[src/design/supply_status_pkg.sv]
package supply_status_pkg;
	localparam logic [6:0] DEV_ADDR_DEFAULT = 7'h20;
	localparam logic [7:0] STATUS_CMD = 8'h55;
	localparam logic [7:0] CTRL_WR_MASK = 8'hfc;
	localparam logic [7:0] CTRL_RESET = 8'h00;
	localparam int unsigned ST_OVERRIDE_BIT = 7;
	localparam int unsigned ST_FAIL_BIT = 6;
	localparam int unsigned ST_OT_BIT = 5;
	localparam int unsigned ST_PREC_BIT = 4;
	localparam int unsigned ST_HOLD_BIT = 3;
	localparam int unsigned ST_TURN_BIT = 2;
	localparam logic [1:0] REPEAT_NEEDED = 2'h3;
	localparam logic [3:0] BITS_PER_BYTE = 4'h8;
	localparam logic [3:0] TX_LAST_BIT = 4'h7;
	localparam logic [1:0] IDX_CMD = 2'h0;
	localparam logic [1:0] IDX_DATA = 2'h1;
	localparam logic [1:0] IDX_SUM = 2'h2;
	localparam logic [1:0] IDX_DONE = 2'h3;
	localparam int unsigned CLK_MHZ = 250;
	localparam int unsigned RETRY_TIME_MS = 1000;
	localparam int unsigned RETRY_CYCLES = RETRY_TIME_MS * 1000 * CLK_MHZ;
	localparam int unsigned SYNC_BITS = 4;
	typedef enum logic [2:0] {
		ST_IDLE = 3'b000,
		ST_ADDR = 3'b001,
		ST_RX = 3'b010,
		ST_ACK = 3'b011,
		ST_TX = 3'b100,
		ST_MACK = 3'b101
	} link_state_t;
endpackage : supply_status_pkg

[src/design/pin_sync2.sv]
`timescale 1ns/1ns
module pin_sync2 #(
	parameter int unsigned WIDTH = 4
) (
	input wire logic clk_sys_in,
	input wire logic rstn_in,
	input wire logic [WIDTH-1:0] async_in,
	output logic [WIDTH-1:0] sync_out
);
	// The first stage feeds only the second; metastability settles between them.
	for (genvar i = 0; i < WIDTH; i++) begin : g_bit
		logic meta_r;
		logic stable_r;
		always_ff @(posedge clk_sys_in or negedge rstn_in) begin
			if (!rstn_in) begin
				meta_r <= 1'b1;
				stable_r <= 1'b1;
			end else begin
				meta_r <= async_in[i];
				stable_r <= meta_r;
			end
		end
		assign sync_out[i] = stable_r;
	end
endmodule : pin_sync2

[src/design/supply_status_override_ctrl.sv]
`timescale 1ns/1ns
module supply_status_override_ctrl #(
	parameter logic [6:0] DEV_ADDR = supply_status_pkg::DEV_ADDR_DEFAULT,
	parameter int unsigned RETRY_CYCLES = supply_status_pkg::RETRY_CYCLES
) (
	input wire logic clk_sys_in,
	input wire logic rstn_in,
	input wire logic scl_in,
	input wire logic sda_in,
	output logic sda_out,
	output logic sda_oe_out,
	input wire logic turn_on_n_in,
	input wire logic hold_off_n_in,
	input wire logic fault_in,
	input wire logic overtemp_fault_in,
	input wire logic nonrecov_fault_in,
	output logic outputs_on_out,
	output logic event_msg_out,
	output logic override_active_out
);
	import supply_status_pkg::*;

	logic [3:0] sync_w;
	logic scl_s;
	logic sda_s;
	logic pin_turn_on_mirror;
	logic pin_hold_off_mirror;
	logic scl_p_r;
	logic sda_p_r;
	link_state_t st_r;
	logic [3:0] bit_cnt_r;
	logic [7:0] shift_r;
	logic [7:0] tx_sh_r;
	logic [7:0] tx_byte_r;
	logic [1:0] tx_idx_r;
	logic [7:0] snap_r;
	logic [7:0] data_r;
	logic [1:0] byte_idx_r;
	logic rw_r;
	logic sda_oe_r;
	logic frame_good_r;
	logic [7:0] ctrl_r;
	logic [1:0] rep_cnt_r;
	logic [7:0] last_data_r;
	logic shut_r;
	logic [31:0] retry_cnt_r;
	logic fault_p_r;
	logic ot_p_r;
	logic nonrec_p_r;
	logic outputs_on_r;
	logic event_msg_r;

	pin_sync2 #(
		.WIDTH(SYNC_BITS)
	) u_sync (
		.clk_sys_in(clk_sys_in),
		.rstn_in(rstn_in),
		.async_in({scl_in, sda_in, turn_on_n_in, hold_off_n_in}),
		.sync_out(sync_w)
	);
	assign scl_s = sync_w[3];
	assign sda_s = sync_w[2];
	assign pin_turn_on_mirror = sync_w[1];
	assign pin_hold_off_mirror = sync_w[0];

	// Link condition decode on the synchronised pins.
	logic start_w;
	logic stop_w;
	logic scl_rise_w;
	logic scl_fall_w;
	logic byte_done_w;
	logic addr_hit_w;
	assign start_w = scl_s && scl_p_r && sda_p_r && !sda_s;
	assign stop_w = scl_s && scl_p_r && !sda_p_r && sda_s;
	assign scl_rise_w = scl_s && !scl_p_r;
	assign scl_fall_w = !scl_s && scl_p_r;
	assign byte_done_w = scl_fall_w && (bit_cnt_r == BITS_PER_BYTE)
		&& (st_r == ST_ADDR || st_r == ST_RX);
	assign addr_hit_w = (shift_r[7:1] == DEV_ADDR);
	// Status byte as read back; the low two bits are live pin mirrors.
	logic [7:0] status_w;
	assign status_w = {ctrl_r[7:2], pin_hold_off_mirror, pin_turn_on_mirror};
	// Write frame checking and the three-fold arming sequence.
	logic sum_ok_w;
	logic wr_commit_w;
	logic wr_bad_w;
	logic same_data_w;
	logic [1:0] rep_nxt;
	logic arm_w;
	logic [7:0] written_w;
	logic [7:0] clear_mask_w;
	logic [7:0] ctrl_nxt;
	assign sum_ok_w = (8'(STATUS_CMD + data_r + shift_r) == 8'h00);
	assign wr_commit_w = byte_done_w && st_r == ST_RX && byte_idx_r == IDX_SUM && sum_ok_w;
	assign wr_bad_w = byte_done_w && st_r == ST_RX && byte_idx_r == IDX_SUM && !sum_ok_w;
	assign same_data_w = (rep_cnt_r != 2'h0) && (data_r == last_data_r);
	assign rep_nxt = !same_data_w ? 2'h1 :
		(rep_cnt_r == REPEAT_NEEDED) ? REPEAT_NEEDED : rep_cnt_r + 2'h1;
	assign arm_w = data_r[ST_OVERRIDE_BIT]
		&& (rep_nxt == REPEAT_NEEDED || ctrl_r[ST_OVERRIDE_BIT]);
	assign written_w = {arm_w, data_r[6:0]} & CTRL_WR_MASK;
	// A fault in the same cycle as a write wins, so the flag never hides a fresh fault.
	assign clear_mask_w = ~(({7'h00, fault_in} << ST_FAIL_BIT)
		| ({7'h00, overtemp_fault_in} << ST_OT_BIT));
	assign ctrl_nxt = (wr_commit_w ? written_w : ctrl_r) & clear_mask_w;
	// Response bytes: command echo, status snapshot, zero checksum.
	logic [7:0] tx_next_w;
	logic [1:0] tx_idx_nxt;
	assign tx_idx_nxt = (tx_idx_r == IDX_DONE) ? IDX_DONE : tx_idx_r + 2'h1;
	assign tx_next_w = (tx_idx_nxt == IDX_DATA) ? snap_r :
		(tx_idx_nxt == IDX_SUM) ? 8'(8'h00 - STATUS_CMD - snap_r) : 8'h00;

	always_ff @(posedge clk_sys_in or negedge rstn_in) begin
		if (!rstn_in) begin
			st_r <= ST_IDLE;
			bit_cnt_r <= 4'h0;
			shift_r <= 8'h00;
			tx_sh_r <= 8'h00;
			tx_byte_r <= 8'h00;
			tx_idx_r <= IDX_CMD;
			snap_r <= 8'h00;
			data_r <= 8'h00;
			byte_idx_r <= IDX_CMD;
			rw_r <= 1'b0;
			sda_oe_r <= 1'b0;
			frame_good_r <= 1'b0;
		end else if (start_w) begin
			st_r <= ST_ADDR;
			bit_cnt_r <= 4'h0;
			sda_oe_r <= 1'b0;
			frame_good_r <= 1'b0;
		end else if (stop_w) begin
			st_r <= ST_IDLE;
			sda_oe_r <= 1'b0;
		end else begin
			case (st_r)
				ST_ADDR, ST_RX: begin
					if (scl_rise_w && bit_cnt_r != BITS_PER_BYTE) begin
						shift_r <= {shift_r[6:0], sda_s};
						bit_cnt_r <= bit_cnt_r + 4'h1;
					end
					if (byte_done_w && st_r == ST_ADDR) begin
						if (addr_hit_w) begin
							st_r <= ST_ACK;
							sda_oe_r <= 1'b1;
							rw_r <= shift_r[0];
							byte_idx_r <= IDX_CMD;
							tx_idx_r <= IDX_CMD;
							tx_byte_r <= STATUS_CMD;
							snap_r <= status_w;
						end else begin
							st_r <= ST_IDLE;
						end
					end else if (byte_done_w) begin
						// An unknown command is not acknowledged.
						if (byte_idx_r == IDX_CMD && shift_r != STATUS_CMD) begin
							st_r <= ST_IDLE;
						end else begin
							st_r <= ST_ACK;
							sda_oe_r <= 1'b1;
							if (byte_idx_r != IDX_DONE) begin
								byte_idx_r <= byte_idx_r + 2'h1;
							end
							if (byte_idx_r == IDX_DATA) begin
								data_r <= shift_r;
							end
							if (wr_commit_w) begin
								frame_good_r <= 1'b1;
							end
						end
					end
				end
				ST_ACK: begin
					if (scl_fall_w) begin
						bit_cnt_r <= 4'h0;
						if (rw_r) begin
							st_r <= ST_TX;
							tx_sh_r <= tx_byte_r;
							sda_oe_r <= ~tx_byte_r[7];
						end else begin
							st_r <= ST_RX;
							sda_oe_r <= 1'b0;
						end
					end
				end
				ST_TX: begin
					if (scl_fall_w) begin
						if (bit_cnt_r == TX_LAST_BIT) begin
							st_r <= ST_MACK;
							sda_oe_r <= 1'b0;
							tx_idx_r <= tx_idx_nxt;
							tx_byte_r <= tx_next_w;
						end else begin
							tx_sh_r <= {tx_sh_r[6:0], 1'b0};
							sda_oe_r <= ~tx_sh_r[6];
							bit_cnt_r <= bit_cnt_r + 4'h1;
						end
					end
				end
				ST_MACK: begin
					if (scl_rise_w && sda_s) begin
						st_r <= ST_IDLE;
					end else if (scl_fall_w) begin
						st_r <= ST_TX;
						bit_cnt_r <= 4'h0;
						tx_sh_r <= tx_byte_r;
						sda_oe_r <= ~tx_byte_r[7];
					end
				end
				default: begin
					st_r <= ST_IDLE;
					sda_oe_r <= 1'b0;
				end
			endcase
		end
	end
	// Any frame that is not a good write breaks the run of identical writes.
	always_ff @(posedge clk_sys_in or negedge rstn_in) begin
		if (!rstn_in) begin
			ctrl_r <= CTRL_RESET;
			rep_cnt_r <= 2'h0;
			last_data_r <= 8'h00;
		end else begin
			ctrl_r <= ctrl_nxt;
			if (wr_commit_w) begin
				rep_cnt_r <= rep_nxt;
				last_data_r <= data_r;
			end else if (wr_bad_w || (start_w && !frame_good_r)) begin
				rep_cnt_r <= 2'h0;
			end
		end
	end
	// Output control and the shutdown retry timer.
	logic eff_turn_n_w;
	logic eff_hold_n_w;
	logic shut_trig_w;
	logic retry_done_w;
	assign eff_turn_n_w = ctrl_r[ST_PREC_BIT] ? ctrl_r[ST_TURN_BIT] : pin_turn_on_mirror;
	assign eff_hold_n_w = ctrl_r[ST_PREC_BIT] ? ctrl_r[ST_HOLD_BIT] : pin_hold_off_mirror;
	assign shut_trig_w = nonrecov_fault_in && !ctrl_r[ST_OVERRIDE_BIT];
	assign retry_done_w = (retry_cnt_r == 32'(RETRY_CYCLES - 1));

	always_ff @(posedge clk_sys_in or negedge rstn_in) begin
		if (!rstn_in) begin
			shut_r <= 1'b0;
			retry_cnt_r <= 32'h0;
		end else if (shut_trig_w) begin
			shut_r <= 1'b1;
			retry_cnt_r <= 32'h0;
		end else if (shut_r) begin
			shut_r <= !retry_done_w;
			retry_cnt_r <= retry_cnt_r + 32'h1;
		end
	end

	always_ff @(posedge clk_sys_in or negedge rstn_in) begin
		if (!rstn_in) begin
			scl_p_r <= 1'b1;
			sda_p_r <= 1'b1;
			fault_p_r <= 1'b0;
			ot_p_r <= 1'b0;
			nonrec_p_r <= 1'b0;
			outputs_on_r <= 1'b0;
			event_msg_r <= 1'b0;
		end else begin
			scl_p_r <= scl_s;
			sda_p_r <= sda_s;
			fault_p_r <= fault_in;
			ot_p_r <= overtemp_fault_in;
			nonrec_p_r <= nonrecov_fault_in;
			// Active-low requests: on needs turn-on low and hold-off high.
			outputs_on_r <= !eff_turn_n_w && eff_hold_n_w && !shut_r && !shut_trig_w;
			event_msg_r <= (fault_in && !fault_p_r) || (overtemp_fault_in && !ot_p_r)
				|| (nonrecov_fault_in && !nonrec_p_r);
		end
	end

	assign sda_out = 1'b0;
	assign sda_oe_out = sda_oe_r;
	assign outputs_on_out = outputs_on_r;
	assign event_msg_out = event_msg_r;
	assign override_active_out = ctrl_r[ST_OVERRIDE_BIT];
endmodule : supply_status_override_ctrl

[config.mk]
export PLATFORM = sky130hd
export DESIGN_NAME = supply_status_override_ctrl
export DESIGN_NICKNAME = d
export VERILOG_FILES = /design/src/design/supply_status_pkg.sv /design/src/design/pin_sync2.sv /design/src/design/supply_status_override_ctrl.sv
export SDC_FILE = /design/constraint.sdc
export NUM_CORES = 1
export LEC_CHECK = 0
export BUFFER_PORTS_ARGS = -buffer_cell sky130_fd_sc_hd__buf_2
export CAP_MARGIN = 20
export CORE_MARGIN = 1.5
export CORE_UTILIZATION = 59
export DETAILED_ROUTE_END_ITERATION = 10
export PLACE_DENSITY = 0.81
export SYNTH_ARGS = -nofsm -noshare
export SYNTH_HDL_FRONTEND = slang
export SYNTH_SLANG_ARGS = --single-unit
[constraint.sdc]
create_clock -name clk_sys_in -period 7.8 [get_ports clk_sys_in]
set_clock_uncertainty 0.2 [all_clocks]
set_input_delay 1.17 -clock clk_sys_in [delete_from_list [all_inputs] [get_ports clk_sys_in]]
set_output_delay 1.17 -clock clk_sys_in [all_outputs]
set_load 0.005 [all_outputs]
* After elaboration in Yosys (flattened, before gate mapping)
Index checks and enable logic that the tools add are counted.
** Cells by class
- $lt $le $gt $ge :: 0
- Shift-type cells :: 0
- Multiplexer cells :: 76
- $mul :: 0
- Equal/unequal tests :: 47
- Bitwise operators :: 9
- $add $sub $neg :: 8
- Div/mod/pow operators :: 0
- Reduce and logical (&&, ||, !) cells :: 70
** Operators with widths (count)
- two-way mux 32 bit :: 2
- two-way mux 8 bit :: 7
- two-way mux 7 bit :: 6
- adder 32 x 1 -> 32 bit (second input constant) :: 1
- equality test 32 x 28 -> 1 bit (second input constant) :: 1
- two-way mux 2 bit :: 15
- two-way mux 3 bit :: 10
- != test 2 bit (second input constant) :: 15
- two-way mux 4 bit :: 7
- AND reduction 7 bit :: 4
- logical AND 1 bit :: 27
- != test 4 bit (second input constant) :: 6
- two-way mux 1 bit :: 23
- case mux 7 bit (3 select lines) :: 1
- != test 5 bit (second input constant) :: 4
- nonzero test 2 bit :: 9
- case mux 4 bit (4 select lines) :: 1
- case mux 8 bit (2 select lines) :: 1
- zero test 1 bit :: 14
- != test 3 bit (second input constant) :: 4
- case mux 3 bit (4 select lines) :: 1
- AND reduction 6 bit :: 2
- equality test 2 bit (second input constant) :: 5
- AND reduction 5 bit :: 2
- other kinds (28) :: 42
** Word-level totals
- Bits in registers :: 119
- ROM bits :: 0
- Latch bits :: 0
- Word-level logic and storage cells :: 242
- Memory bits (writable) :: 0
- Memories :: 0

* Longest topological paths before layout
- Word-level depth :: 14
- Depth in mapped cells :: 13
- Gate-level depth less buffers :: 12

* By module
Synthesis repeated with hierarchy kept, for this count alone.
** Second synthesis, totals
- Cell total of the unflattened synthesis :: 569
- Area total of the unflattened synthesis :: 5910.7 sq um
** Modules (own cells, without submodules)
- supply_status_override_ctrl :: area an instance 5670.4 sq um, instances 1, cells an instance 557
- pin_sync2 :: area an instance 240.2 sq um, instances 1, cells an instance 12

* Worst setup path before layout
No wires, ideal clock.
- Path type :: register -> register
- Start point :: register shift_r[1]
- End point :: register last_data_r[0]
- Arrival time :: 2.672 ns
- Buffers on the path :: 1
- Slack :: 4.803 ns
- Stages on the path, launching flop included :: 11
- Data required time :: 7.475 ns
- Path through :: dfrtp_1 ha_1 ha_1 inv_1 fa_1 nor2b_4 o21ai_0 o31ai_1 and3b_1 buf_6 mux2_4
** On the way
- Longest elaborated chain between the ends :: 3
** Ends and longest elaborated chain
- start, declared :: line supply_status_override_ctrl.sv:32 : logic [7:0] shift_r;
- start signal, assigned :: line supply_status_override_ctrl.sv:139 : shift_r <= {shift_r[6:0], sda_s};
- adder 8 bit :: line supply_status_override_ctrl.sv:93 : assign sum_ok_w = (8'(STATUS_CMD + data_r + shift_r) == 8'h00);
- zero test 8 bit :: line supply_status_override_ctrl.sv:93
- logical AND 1 bit :: line supply_status_override_ctrl.sv:94 : assign wr_commit_w = byte_done_w && st_r == ST_RX && byte_idx_r == IDX_SUM && sum_ok_w;
- end signal, assigned :: line supply_status_override_ctrl.sv:227 : last_data_r <= data_r;
- end, declared :: line supply_status_override_ctrl.sv:44 : logic [7:0] last_data_r;
No other way between the ends.
A chain may end at the register's enable or synchronous reset.

* Worst setup path after layout
- Start point :: register shift_r[1]
- End point :: register last_data_r[7]
The elaborated chain is that of the path after synthesis.

==> out/metrics.csv <==
stage,metric,value,unit
critical_path,crit_arrival,3940,ps
worst_hold_path,hp-class,reg -> reg,
drt,vias_per_cell,5.82,
finish,finish.utilization,0.689,
floorplanning,core_area,0.00982,mm^2
clocking,cts_resized,0,
clocking,numCtsBuffers,17,
global_routing,grt_pass1_vias,4293,
clocking,cts.sink_count,114,
synth,mappedNetlistNets,613,
critical_path,cp_slowest_cell,and3b_1,
floorplanning,die_area,0.0108,mm^2
synth,synth_flop_cell,dfrtp_1,
global_routing,grt_pass1_wl,20600,um
power_and_ir_drop,p_per_area,272,mW/mm^2
synth,synth_top_area_cell,dfrtp_1,
power_and_ir_drop,power.total,0.00184,W
critical_path,cp_max_fo,11,
power_and_ir_drop,power.switching,0.000529,W
clocking,clkTransAtPathRegs,60,ps
clocking,clockBufferDepth,2,
power_and_ir_drop,pwr-share-clk,0.436,
floorplanning,rows,36,
clocking,cts_max_level,4,
critical_path,worst_path_most_repeated_cell,ha_1,
sta,max_slew.worst_pin.slew,930,ps
sta,maxSlewHeadroom,0.380,
sta,setup_viol,0,
floorplanning,die_y,104,um
finish,fillCellCount,716,
synth,syn_area_per_cell,10.3,um^2
sta,final-hold-violation-count,0,
clocking,ctsHoldBuffers,0,
floorplanning,io_pins,14,
sta,fin_hold_ws,148,ps
clocking,post_cts_buffers,0,
drt,antenna_left,0,
finish,final_nets,625,
sta,fin_crit,3730,ps
power_and_ir_drop,switching_share,0.288,
critical_path,crit_type,reg -> reg,
sta,rsz0062_at_grt,false,
sta,drv_slew,0,
finish,antenna_cells,0,
critical_path,reg2reg_slack,4070,ps
critical_path,critical-path-top-delay-family,adder cells,
sta,fin_crit_sh,0.478,
synth,syn_inst,582,
synth,synthTopCellsByArea,"dfrtp_1 43%, xor2_1 4.8%, dfstp_2 4.4%",
synth,ys_warn_count,0,
critical_path,crit_required,8000,ps
synth,ys_seq_area_frac,0.476,
clocking,clockRootBuffer,clkbuf_8,
placed_design,preCtsSetupSlack,4190,ps
floorplanning,initial_core_util,0.612,
drt,drt_iter0_drc,235,
placed_design,hpwlAfterDp,7960,um
synth,synth_top_area_frac,0.433,
synth,synth.most_common_cell,dfrtp_1,
finish,layout-drive-gt1-share,0.166,
finish,area_growth,12.5,%
clocking,cts_tree,yes,
global_routing,antenna_found_initial,0,
critical_path,cp_num_buf_inv,1,
drt,drc,0,
clocking,clk_latency,520,ps
floorplanning,die_w,104,um
sta,fin_ws,4070,ps
drt,firstDrtPassIters,4,
global_routing,grt_max_degree,78,
critical_path,crit_path_max_incr_delay,710,ps
power_and_ir_drop,pwr-share-comb,0.186,
global_routing,grtUsageTotal,0.239,
power_and_ir_drop,seqPwrFrac,0.378,
synth,netlist_area,0.00601,mm^2
placed_design,numPortBuffers,12,
global_routing,grt-ovfl-total,0,
synth,synth.distinct_cells,66,
critical_path,cp-end-kind,flip-flop,
critical_path,startpoint_type,flip-flop,
synth,synth_seq_cells,114,
flow_run,drv_cap,0,
synth,synth-async-reset-ratio,1.00,
drt,num_vias,4309,
drt,drt-total-wl,11900,um
placed_design,gp_congestion,0.936,
power_and_ir_drop,p_leak,3.09,nW
power_and_ir_drop,p_int,0.00131,W
outcome,status,"finished, final reports clean",
sta,clock.fmax,0.268,GHz
power_and_ir_drop,worst_ir_drop_vdd,220,uV
synth,synthTopCellsByCount,"104 x dfrtp_1, 57 x nor2_1, 47 x nand2_1",
drt,avgRoutedWirePerCell,16.1,um
synth,synth_edf_count,0,
sta,setup_tns,0,ps
critical_path,crit_chain,ha_1 -> ha_1 -> inv_1 -> fa_1 -> nor2b_4 -> o21ai_0 -> o31ai_1 -> and3b_1 -> mux2_2,
## worst paths after layout
| check | start | end | cells after the start |
|---|---|---|---|
| setup reg to reg | shift_r[1]$_DFFE_PN0P_ | last_data_r[7]$_DFFE_PN0P_ | 9 |
| setup / recovery | shift_r[1]$_DFFE_PN0P_ | last_data_r[7]$_DFFE_PN0P_ | 9 |
| max in group asynchronous | rstn_in | retry_cnt_r[1]$_DFFE_PN0P_ | 2 |
| hold reg to reg | u_sync.g_bit[2].meta_r$_DFF_PN1_ | u_sync.g_bit[2].stable_r$_DFF_PN1_ | 0 |
| hold / removal | u_sync.g_bit[2].meta_r$_DFF_PN1_ | u_sync.g_bit[2].stable_r$_DFF_PN1_ | 0 |
| min in group asynchronous | rstn_in | byte_idx_r[1]$_DFFE_PN0P_ | 1 |
## state kept, by name, summed over array words and instances (netlist names), 2 cells and up
register / count
data_r: 8
st_r: 3
tx_byte_r: 8
retry_cnt_r: 32
ctrl_r: 3
tx_sh_r: 7
tx_idx_r: 2
byte_idx_r: 2
shift_r: 8
u_sync.g_bit.stable_r: 4
u_sync.g_bit.meta_r: 4
last_data_r: 8
bit_cnt_r: 4
snap_r: 8
rep_cnt_r: 2
## cells in the final DEF, fill, tap and decap left out, types with 4 or more instances in the layout
master,count
o31ai_1,5
a21oi_1,13
nor3_1,18
o21a_1,5
xnor2_1,17
inv_1,34
dfrtp_1,104
o211ai_1,5
mux2_4,6
o21ai_0,23
nand4b_1,4
mux2_2,23
clkbuf_16,16
nand2b_1,7
nor4b_1,5
nand3_1,16
bufinv_16,4
and2_1,6
nand2_1,47
a221oi_1,4
clkinv_4,4
ha_1,21
nand3b_1,6
nand4_1,14
nor2b_1,4
dfstp_2,10
nor4_1,4
clkinv_2,4
buf_4,4
buf_2,12
mux2i_1,15
and3_1,7
xor2_1,33
nor2_1,56
## layout make-up
class	count	area, um^2	share of cell area
Multi-Input combinational cell	410	2900	0.428
Sequential cell	114	2870	0.423
Clock buffer	19	432	0.0638
Clock inverter	13	184	0.0272
Tap cell	133	166	0.0246
Inverter	35	131	0.0194
Timing Repair Buffer	16	90.1	0.0133
## logic make-up after synthesis
logic type / share of synthesized area
adder cells (fa/ha/maj): 0.0470
AND/OR/NAND/NOR: 0.186
AO/OA/AOI/OAI: 0.0897
other: 0.000624
buffers and inverters: 0.0420
XOR/XNOR: 0.0755
multiplexers: 0.0830
flip-flops: 0.476
## per-layer routing
layer	vias up	track usage	share of wire
li1	2052	-	-
met1	2129	0.325	0.45
met2	105	0.377	0.49
met3	23	0.0482	0.042
met4	0	0.0962	0.020
met5	-	0	0
## power groups by stage
stage                     clock (W)  combinational [W]  sequential [W]
final                      0.000801           0.000342        0.000696
after global routing       0.000834           0.000383        0.000703
after CTS                  0.000807           0.000340        0.000693
after detailed placement          0           0.000336        0.000703
after global placement            0           0.000323        0.000700
after floorplan                   0           0.000281        0.000676
## worst register-to-register path, stage by stage (launching register included)
cell,delay (ps)
dfrtp_1,440
ha_1,310
ha_1,170
inv_1,50
fa_1,450
nor2b_4,150
o21ai_0,170
o31ai_1,540
and3b_1,710
mux2_2,410
## through the flow
stage	cells	instance area (um^2)
global route	740	6770
detailed placement	708	6150
floorplan	582	6010
finish	740	6770
CTS	740	6770
global placement	707	6150
Note: power is estimated with default switching activity, not from simulation.
